File: src/rtl/conv_control_consts.svh
// register offsets, field positions, reset values and timing counts of the converter control block
// assumes a 16-bit internal bus with word index addressing
`ifndef CONV_CONTROL_CONSTS_SVH
`define CONV_CONTROL_CONSTS_SVH
`define CONV_CONTROL_IDX_RESULT_A 4'h0
`define CONV_CONTROL_IDX_CTRL_STATUS 4'h8
`define CONV_CONTROL_IDX_CONV_CONTROL 4'h9
`define CONV_CONTROL_BIT_END_FLAG 7
`define CONV_CONTROL_BIT_IRQ_EN 6
`define CONV_CONTROL_BIT_START 5
`define CONV_CONTROL_BIT_RSVD 4
`define CONV_CONTROL_CSR_RESET 8'h00
`define CONV_CONTROL_CR_RESET 8'h00
`define CONV_CONTROL_BIT_SCAN_EN 0
`define CONV_CONTROL_BIT_SCAN_SIZE 1
`define CONV_CONTROL_BIT_TRIG_EN 2
`define CONV_CONTROL_RES_LSB 6
`define CONV_CONTROL_CONV_TIME_NS 3400
`define CONV_CONTROL_CLK_PERIOD_NS 4
`define CONV_CONTROL_CONV_CYCLES (`CONV_CONTROL_CONV_TIME_NS / `CONV_CONTROL_CLK_PERIOD_NS)
`endif

File: src/rtl/conv_control_pkg.sv
// types shared by the converter control block
// assumes the constants header sits beside it
package conv_control_pkg;
    typedef logic [9:0] conv_control_sample_t;
    typedef logic [2:0] conv_control_chan_t;
    typedef enum logic [1:0] {
        CONV_CONTROL_IDLE = 2'b00,
        CONV_CONTROL_CONV = 2'b01,
        CONV_CONTROL_NEXT = 2'b10
    } conv_control_state_e;
endpackage

File: src/rtl/conv_control_sync.sv
// two flip-flop synchroniser for one pin level
// assumes the pin is asynchronous to clk_sys
`timescale 1ns/1ps
module conv_control_sync (
    input wire logic clk_sys,
    input wire logic rst,
    input wire logic pin_in,
    output logic sync_out
);
    logic meta_ff;
    logic sync_ff;
    always_ff @(posedge clk_sys) begin
        if (rst) begin
            meta_ff <= 1'b0;
            sync_ff <= 1'b0;
        end else begin
            meta_ff <= pin_in;
            sync_ff <= meta_ff;
        end
    end
    assign sync_out = sync_ff;
endmodule

File: src/rtl/conv_control_timer.sv
// conversion time counter: a start pulse gives a done pulse after a fixed number of cycles
// assumes start only arrives while idle or is ignored while busy
`timescale 1ns/1ps
`include "conv_control_consts.svh"
module conv_control_timer (
    input wire logic clk_sys,
    input wire logic rst,
    input wire logic start,
    input wire logic abort,
    output logic done
);
    logic [11:0] cnt_ff;
    logic [11:0] nxt_cnt;
    logic done_ff;
    logic nxt_done;
    always_comb begin
        nxt_cnt = cnt_ff;
        nxt_done = 1'b0;
        if (abort) begin
            nxt_cnt = 12'h000;
        end else if (cnt_ff != 12'h000) begin
            nxt_cnt = cnt_ff - 12'h001;
            nxt_done = (cnt_ff == 12'h001);
        end else if (start) begin
            nxt_cnt = 12'(`CONV_CONTROL_CONV_CYCLES);
        end
    end
    always_ff @(posedge clk_sys) begin
        if (rst) begin
            cnt_ff <= 12'h000;
            done_ff <= 1'b0;
        end else begin
            cnt_ff <= nxt_cnt;
            done_ff <= nxt_done;
        end
    end
    assign done = done_ff;
endmodule

File: src/rtl/conv_control_top.sv
// converter control unit: eight result registers, control/status and control registers
// assumes a 16-bit internal bus, an analog core supplying a 10-bit sample per channel
`timescale 1ns/1ps
`include "conv_control_consts.svh"
module conv_control_top (
    input wire logic clk_sys,
    input wire logic rst,
    input wire logic [3:0] bus_addr,
    input wire logic bus_rd,
    input wire logic bus_wr,
    input wire logic bus_word,
    input wire logic [15:0] bus_wdata,
    input wire logic bus_dma,
    output logic [15:0] bus_rdata,
    input wire logic ext_trigger_u0,
    input wire logic [9:0] sample_data,
    output logic [2:0] sample_chan,
    output logic sample_hold,
    output logic conv_end_irq
);
    import conv_control_pkg::*;

    logic trig_sync;
    logic trig_prev_ff;
    logic trig_edge;
    logic conv_done;
    logic conv_go;
    logic conv_abort;

    // pin passes two flip-flops before any logic reads it
    conv_control_sync u_trig_sync (
        .clk_sys(clk_sys),
        .rst(rst),
        .pin_in(ext_trigger_u0),
        .sync_out(trig_sync)
    );

    conv_control_timer u_timer (
        .clk_sys(clk_sys),
        .rst(rst),
        .start(conv_go),
        .abort(conv_abort),
        .done(conv_done)
    );

    // word decode shared by the read data and dma acknowledge paths
    function automatic logic is_result(input logic [3:0] a);
        return a[3] == 1'b0;
    endfunction

    logic end_flag_ff, nxt_end_flag;
    logic irq_en_ff, nxt_irq_en;
    logic start_ff, nxt_start;
    logic [3:0] chan_sel_ff, nxt_chan_sel;
    logic [7:0] conv_control_ff, nxt_conv_control;
    logic flag_seen_ff, nxt_flag_seen;
    conv_control_state_e state_ff, nxt_state;
    conv_control_chan_t cur_ff, nxt_cur;
    conv_control_sample_t result_ff [0:7];
    logic [7:0] result_we;
    logic pass_end;
    logic [15:0] rdata_ff, nxt_rdata;
    logic irq_ff;
    logic [7:0] csr_view;
    logic scan_en;
    conv_control_chan_t last_chan;
    logic csr_wr;
    logic start_wr;

    assign scan_en = conv_control_ff[`CONV_CONTROL_BIT_SCAN_EN];
    assign csr_wr = bus_wr && (bus_addr == `CONV_CONTROL_IDX_CTRL_STATUS);
    assign trig_edge = trig_sync && !trig_prev_ff
                       && conv_control_ff[`CONV_CONTROL_BIT_TRIG_EN];
    // scan size select limits a pass to four channels, else eight; the
    // channel code then names the last channel of the pass
    assign last_chan = (scan_en && conv_control_ff[`CONV_CONTROL_BIT_SCAN_SIZE] == 1'b0) ?
                       {1'b0, chan_sel_ff[1:0]} : chan_sel_ff[2:0];
    assign csr_view = {end_flag_ff, irq_en_ff, start_ff, 1'b0, chan_sel_ff};
    assign start_wr = csr_wr && bus_wdata[`CONV_CONTROL_BIT_START];

    // control/status, control register and sequencer
    always_comb begin
        nxt_end_flag = end_flag_ff;
        nxt_irq_en = irq_en_ff;
        nxt_start = start_ff;
        nxt_chan_sel = chan_sel_ff;
        nxt_conv_control = conv_control_ff;
        nxt_flag_seen = flag_seen_ff;
        nxt_state = state_ff;
        nxt_cur = cur_ff;
        conv_go = 1'b0;
        conv_abort = 1'b0;
        pass_end = 1'b0;
        result_we = 8'h00;
        if (bus_rd && bus_addr == `CONV_CONTROL_IDX_CTRL_STATUS && end_flag_ff) begin
            nxt_flag_seen = 1'b1;
        end
        if (csr_wr) begin
            nxt_irq_en = bus_wdata[`CONV_CONTROL_BIT_IRQ_EN];
            nxt_start = bus_wdata[`CONV_CONTROL_BIT_START];
            nxt_chan_sel = bus_wdata[3:0];
            // only a zero written after the flag was seen set, or a dma result fetch below, clears it
            if (!bus_wdata[`CONV_CONTROL_BIT_END_FLAG] && flag_seen_ff) begin
                nxt_end_flag = 1'b0;
                nxt_flag_seen = 1'b0;
            end
        end
        if (bus_wr && bus_addr == `CONV_CONTROL_IDX_CONV_CONTROL) begin
            nxt_conv_control = bus_wdata[7:0];
        end
        // dma fetch of a result acknowledges the end event while the interrupt is raised
        if (bus_rd && bus_dma && is_result(bus_addr) && irq_ff) begin
            nxt_end_flag = 1'b0;
            nxt_flag_seen = 1'b0;
        end
        if (trig_edge && !start_ff) begin
            nxt_start = 1'b1;
        end
        case (state_ff)
            CONV_CONTROL_IDLE: begin
                // prohibited single mode code never starts a conversion
                if ((start_ff || trig_edge) && !(chan_sel_ff[3] && !scan_en)) begin
                    nxt_cur = scan_en ? 3'h0 : chan_sel_ff[2:0];
                    conv_go = 1'b1;
                    nxt_state = CONV_CONTROL_CONV;
                end
            end
            CONV_CONTROL_CONV: begin
                if (csr_wr && !bus_wdata[`CONV_CONTROL_BIT_START]) begin
                    conv_abort = 1'b1;
                    nxt_state = CONV_CONTROL_IDLE;
                end else if (conv_done) begin
                    result_we[cur_ff] = 1'b1;
                    nxt_state = CONV_CONTROL_NEXT;
                    if (!scan_en || cur_ff == last_chan) begin
                        pass_end = 1'b1;
                    end
                end
            end
            CONV_CONTROL_NEXT: begin
                if (!scan_en) begin
                    nxt_start = start_wr;
                    nxt_state = CONV_CONTROL_IDLE;
                end else if (csr_wr && !bus_wdata[`CONV_CONTROL_BIT_START]) begin
                    nxt_state = CONV_CONTROL_IDLE;
                end else begin
                    nxt_cur = (cur_ff == last_chan) ? 3'h0 : conv_control_chan_t'(cur_ff + 3'h1);
                    conv_go = 1'b1;
                    nxt_state = CONV_CONTROL_CONV;
                end
            end
            default: begin
                nxt_state = CONV_CONTROL_IDLE;
            end
        endcase
        // a pass ending in the cycle of a clear wins over the clear
        if (pass_end) begin
            nxt_end_flag = 1'b1;
            nxt_flag_seen = 1'b0;
        end
    end

    always_ff @(posedge clk_sys) begin
        if (rst) begin
            end_flag_ff <= 1'(`CONV_CONTROL_CSR_RESET >> `CONV_CONTROL_BIT_END_FLAG);
            irq_en_ff <= 1'b0;
            start_ff <= 1'b0;
            chan_sel_ff <= 4'h0;
            conv_control_ff <= `CONV_CONTROL_CR_RESET;
            flag_seen_ff <= 1'b0;
            state_ff <= CONV_CONTROL_IDLE;
            cur_ff <= 3'h0;
            trig_prev_ff <= 1'b0;
        end else begin
            end_flag_ff <= nxt_end_flag;
            irq_en_ff <= nxt_irq_en;
            start_ff <= nxt_start;
            chan_sel_ff <= nxt_chan_sel;
            conv_control_ff <= nxt_conv_control;
            flag_seen_ff <= nxt_flag_seen;
            state_ff <= nxt_state;
            cur_ff <= nxt_cur;
            trig_prev_ff <= trig_sync;
        end
    end

    // result storage; a read never touches it, only a finished conversion does
    genvar gi;
    generate
        for (gi = 0; gi < 8; gi++) begin : g_res
            always_ff @(posedge clk_sys) begin
                if (rst) begin
                    result_ff[gi] <= 10'h000;
                end else if (result_we[gi]) begin
                    result_ff[gi] <= sample_data;
                end
            end
        end
    endgenerate

    // read data, interrupt and analog side outputs all registered
    always_comb begin
        nxt_rdata = 16'h0000;
        if (bus_rd) begin
            if (is_result(bus_addr)) begin
                // byte reads of results are not supported; the six low bits are still zero
                nxt_rdata = {result_ff[bus_addr[2:0]], 6'h00};
            end else if (bus_addr == `CONV_CONTROL_IDX_CTRL_STATUS) begin
                nxt_rdata = {8'h00, csr_view};
            end else if (bus_addr == `CONV_CONTROL_IDX_CONV_CONTROL) begin
                nxt_rdata = {8'h00, conv_control_ff};
            end
        end
    end

    always_ff @(posedge clk_sys) begin
        if (rst) begin
            rdata_ff <= 16'h0000;
            irq_ff <= 1'b0;
            sample_hold <= 1'b0;
            sample_chan <= 3'h0;
        end else begin
            rdata_ff <= nxt_rdata;
            irq_ff <= nxt_end_flag && nxt_irq_en;
            sample_hold <= (nxt_state == CONV_CONTROL_CONV);
            sample_chan <= nxt_cur;
        end
    end

    assign bus_rdata = rdata_ff;
    assign conv_end_irq = irq_ff;
endmodule

File: config.mk
export PLATFORM = sky130hd
export DESIGN_NAME = conv_control_top
export DESIGN_NICKNAME = d
export VERILOG_FILES = /design/src/rtl/conv_control_pkg.sv /design/src/rtl/conv_control_sync.sv /design/src/rtl/conv_control_timer.sv /design/src/rtl/conv_control_top.sv
export VERILOG_INCLUDE_DIRS = /design/src /design/src/rtl
export SDC_FILE = /design/constraint.sdc
export NUM_CORES = 1
export LEC_CHECK = 0
export BUFFER_PORTS_ARGS = -buffer_cell sky130_fd_sc_hd__buf_2
export CAP_MARGIN = 40
export CORE_UTILIZATION = 43
export CTS_BUF_LIST = sky130_fd_sc_hd__clkbuf_8
export CTS_CLUSTER_DIAMETER = 50
export DETAILED_ROUTE_END_ITERATION = 10
export PLACE_DENSITY_LB_ADDON = 0.2
export SLEW_MARGIN = 20
export SYNTH_ARGS = -nofsm -noshare
export SYNTH_HDL_FRONTEND = slang
export SYNTH_SLANG_ARGS = --single-unit
export TNS_END_PERCENT = 20
File: constraint.sdc
create_clock -name clk_sys -period 2.6 [get_ports clk_sys]
set_input_delay 0 -clock clk_sys [delete_from_list [all_inputs] [get_ports clk_sys]]
set_output_delay 0 -clock clk_sys [all_outputs]
set_load 0.01 [all_outputs]
# Yosys cells after proc, flatten, opt, wreduce, memory -nomap -nowiden

Memories as Yosys holds them, arrays and structs flattened.
Index checks and enable logic that the tools add are counted.

Bits of input ports: 37
Memories: 1
Bits in registers: 55
Output and inout bits: 21
Memory bits (writable): 80
Logic and storage cells: 162

Bitwise gates (word level): 13
Mux-type cells: 79
Magnitude comparators: 2
Reduce and logical (&&, ||, !) cells: 37
Eq/ne operators: 10
Add/subtract/negate cells: 2

Memories:

| memory    | depth | bits a word | read ports | clocked after Yosys merged registers in | wr ports | RTL line               | text |
|---|---|---|---|---|---|---|---|
| result_ff | 8     | 10          | 1          | 0                                       | 8        | conv_control_top.sv:59 | `conv_control_sample_t result_ff [0:7];` |

Operators by type and width:

| kind                    | count |
|---|---|
| $mux W10                | 8 |
| $mux W1                 | 50 |
| $mux W8                 | 5 |
| $mux W12                | 2 |
| $logic_and A1 B1 Y1     | 18 |
| $mux W3                 | 6 |
| $mux W16                | 1 |
| $eq A12 B1 Y1 const B   | 1 |
| $reduce_bool A12 Y1     | 1 |
| $sub A12 B1 Y12 const B | 1 |
| $reduce_or A3 Y1        | 3 |
| $eq A4 B4 Y1 const B    | 2 |
| $or A1 B1 Y1            | 8 |
| $logic_not A1 Y1        | 6 |
| $mux W2                 | 3 |
| $ne A2 B2 Y1 const B    | 3 |
| $pmux W2 S3             | 1 |
| $pmux W3 S2             | 1 |
| $not A1 Y1              | 5 |
| $reduce_or A5 Y1        | 1 |
| $eq A2 B1 Y1 const B    | 2 |
| $lt A3 B4 Y1 const B    | 1 |
| $reduce_and A4 Y1       | 1 |
| $reduce_bool A2 Y1      | 2 |
| 9 further kinds         | 11 |

# Logic depth before layout (Yosys ltp)

Depth in word-level cells: 11
Gate-level depth with buffers: 7
Depth with buffers taken out: 6

# Cells and area by module

A second synthesis with hierarchy kept.

Cell total of the unflattened synthesis: 477
Area, all modules: 6038.3 µm²

Modules (own cells, without submodules):

| module             | seq. area each (µm²) | area each (µm²) | cells each | instances |
|---|---|---|---|---|
| conv_control_top   | 3203.1               | 5255.0          | 393        | 1 |
| conv_control_timer | 260.2                | 730.7           | 80         | 1 |
| conv_control_sync  | 40.0                 | 52.6            | 4          | 1 |

# Least setup slack after synthesis

OpenSTA, ideal clock, no wires.

Path type: reg2reg
From: register u_timer.done_ff, in the netlist u_timer.done
To: memory result_ff[2][0] in the netlist's numbering, enable pin
Buffers on the path: 1
Period minus slack after synthesis: 1.971 ns
Cell stages (with the launch flop): 4
Path slack: 0.629 ns
Arrival: 1.592 ns
Required time: 2.221 ns
Path through: dfxtp_1 -> clkbuf_1 -> or3b_2 -> o21bai_1

RTL lines:

| what                     | RTL line                 | text |
|---|---|---|
| start: declaration       | conv_control_timer.sv:14 | `logic done_ff;` |
| start signal: assignment | conv_control_timer.sv:34 | `done_ff <= nxt_done;` |
| end: declaration         | conv_control_top.sv:59   |  |

==> results.md <==
- Final hold viol count: 0
- Diode count: 0
- WP buf/inv: 2
- Synth unique cells: 50
- EDFF count, synth: 80
- Max VDD drop: 0.000355 V
- Seq/Total Area, Yosys: 58.5%
- Critical path cell sequence: dlygate4sd3_1 -> buf_2 -> nor2_1 -> a21oi_2 -> and2b_1 -> a21o_1
- Startpoint types: input port
- Max_slew headroom: 54.4%
- Die ar.: 14,400 µm²
- Status: finished clean
- Vias per cell: 5.21
- First-pass GRT wire length: 20.0 mm
- Ports: 58
- Crit-path max FO: 20
- Power density over cell area: 680 nW/µm²
- RSZ-0062 raised after global routing: false
- Chip height: between 100 and 150 µm
- Fill count: 1,186
- Top-area cell type share of the netlist area: 40.1%
- Max cap viols: 0
- Worst Hold Path EP: bus_rdata[15]
- R2R Setup Slk: 0.67 ns
- Final period utilization: 77.6%
- Core area: ~13,000 µm²
- Clock buffer depth: 2
- H-tree Lvls: 4
- Number of gates resized after CTS: 0
- Yosys top cell by area: edfxtp_1
- Post-route DRC: 0
- Mapped cell area: 5990 µm²
- Wire per inst: about 17 µm
- Slowest Stage Delay on Critical Path: 0.53 ns
- Min-Delay Path Class: in2reg
- Critical path's top delay family: buffers and inverters
- Final GP Congestion: 0.772
- Crit path DAT: 2.10 ns
- Ranking of synthesized cells by area: edfxtp_1 40%, dfxtp_1 18%, and2_1 8.6%
- Fin Hold WS: 0.0538 ns
- Setup tns final: 0 ns
- CP Class: in2reg
- CTS Buf Count: 17
- Initial antenna violation count: 0
- Initial DRC Count: 251
- Final setup viols: 0
- WHS Path Cells: 3
- Max Freq: 0.496 GHz
- Row Count: 42
- Final min period: 2.02 ns
- Start of the worst register-to-register path: state_ff[0]
- Max Slew Vio Count: 0
- Total number of yosys warnings: 0
- Vias in the first global route: between 3,000 and 4,000
- Post-DP HPWL: 8.49 mm
- R2R cell count: 4
- Synth async-reset ratio: 0%
- Avg Cell Area, Syn: 12.2 µm²
- CTS tree: built
- Cell at the slowest stage of the critical path: dlygate4sd3_1
- Crit path capture type: register
- Port Buffers: 48
- Syn_nets: 532
- Initial Util: 44.7%
- Seq cells post-synth: around 140
- Clock skew: slightly above 0.01 ns
- Leak Pwr: 2.82 nW
- Layout cells sized above 1: 20.3%
- Post-DRT Antenna Nets: 0
- Total track usage: about a fifth
- CTS sink count: approximately 140
- Clock root buffer: clkbuf_8
- Chip width: 120 µm
- Worst Max-Slew Pin Slew: 0.678 ns
- Detailed Routing Iterations Pass 1: 5
- Reg2reg end: result_ff[4][7]
- Synth Flop Type: edfxtp_1
- Total global routing overflow: 0
- Clock Latency Late Sink: 0.45 ns
- Mapped Cells: 491
- Maximum number of pins on one net before global-route repair: 25
- Post-layout nets: 618
- Hold Path Origin: bus_addr[2]
- Worst endpoint required time: 2.68 ns
- Area growth, synth to finish: 18.4%
- Total number of vias: 3,993
- Final wirelength: 12.8 mm
- Clock-pin slew on the worst setup and hold paths: 0.07 ns
-- worst register-to-register path, cell delays in order, from the launching register on --
cell      delay (ns)
dfxtp_1         0.47
nand2b_1        0.17
a21oi_2         0.23
and2b_1         0.23
a21o_1          0.47
-- Yosys cell counts (all sizes together), types with 6 or more instances --
cell    number
and2        82
edfxtp      80
dfxtp       55
nor2        45
nand2       30
a21oi       24
mux4        20
mux2i       18
nor3        14
nand3       13
buf         11
clkbuf       9
xor2         8
inv          7
nand2b       6
-- state kept, by name (all words and copies together) (netlist names) --
name and cells:
chan_sel_ff 4, result_ff 80, u_trig_sync.sync_out 1, irq_en_ff 1, bus_rdata 16, end_flag_ff 1
conv_end_irq 1, start_ff 1, sample_chan 3, trig_prev_ff 1, u_trig_sync.meta_ff 1, u_timer.cnt_ff 12
sample_hold 1, flag_seen_ff 1, u_timer.done 1, conv_control_ff 8, state_ff 2
-- worst max path at each step --
stage / startpoint / cells past startpoint / to / slack, ns
floorplan: u_timer.done / 3 / result_ff[2][0] / 0.63
global placement: bus_addr[2] / 5 / result_ff[4][7] / 0.64
detailed placement: bus_addr[2] / 7 / result_ff[2][4] / 0.63
CTS: bus_addr[0] / 6 / result_ff[4][0] / 0.63
global route: bus_addr[0] / 6 / result_ff[4][1] / 0.52
finish: bus_addr[0] / 6 / result_ff[4][7] / 0.58
-- power breakdown --
part	total [mW]	leakage (nW)	internal (mW)	switching, mW
Clock	1.63	0.207	0.840	0.786
Combinational	0.715	1.34	0.326	0.389
Sequential	2.48	1.27	2.39	0.0964
Total	4.82	2.82	3.55	1.27
-- metrics by stage --
stage                     utilization (%)  instances  instance area (µm²)  total power [mW]  worst slack [ns]
after floorplan                         -        491                 5990              3.03             0.629
after global routing                 52.9        766                 7090              5.05             0.524
after global placement               48.3        710                 6480              3.19             0.642
after detailed placement             48.3        710                 6480              3.22             0.626
after CTS                            52.9        766                 7090              4.87             0.631
final                                52.9        766                 7090              4.82             0.582
-- cells in the final DEF, fill, tap and decap left out, types with 6 or more instances in the layout --
cell type       n
a21oi_1        22
and2_1         82
buf_2          48
buf_4          14
clkbuf_8       21
dfxtp_1        55
dlygate4sd3_1  24
edfxtp_1       80
inv_1          11
mux2i_1        18
mux4_2         20
nand2_1        30
nand2b_1        6
nand3_1        13
nor2_1         43
nor3_1         14
xor2_1          8
-- cells by family (layout without fill, tap and decap cells) --
kind of cell               count (synthesis)  after routing  share of synthesized area [%]
muxes                                     38             38                           10.5
DFF                                      135            135                           58.5
and+or+nand+nor                          217            217                           19.7
buffers and inverters                     27            126                           2.05
adders and majority gates                  4              4                          0.836
xor gates and xnor gates                  13             13                           1.90
AOI/OAI and AO/OA                         57             57                           6.50
-- cell type report --
class / count / area, µm² / area share, %
inverter: 7 / 26.3 / 0.371
clock buffer: 21 / 289 / 4.08
sequential: 135 / 3500 / 49.4
tap: 176 / 220 / 3.11
clock inverter: 11 / 82.6 / 1.17
multi-input combinational: 329 / 2360 / 33.3
timing repair buffer: 87 / 606 / 8.54
-- per-layer routing --
layer / wire length [µm] / vias to the layer above / GRT usage (%)
li1: - / 1953 / -
met1: 5780 / 1923 / 23.6
met2: 6180 / 93 / 31.2
met3: 519 / 24 / 4.13
met4: 317 / 0 / 10.3
met5: 0 / - / 0
-- timing repair --
action                                 CTS  global route
endpoints found under the hold margin  105             0
buffers inserted                         0             0
hold buffers                            24             0
Power figures use the tool's default switching activity.
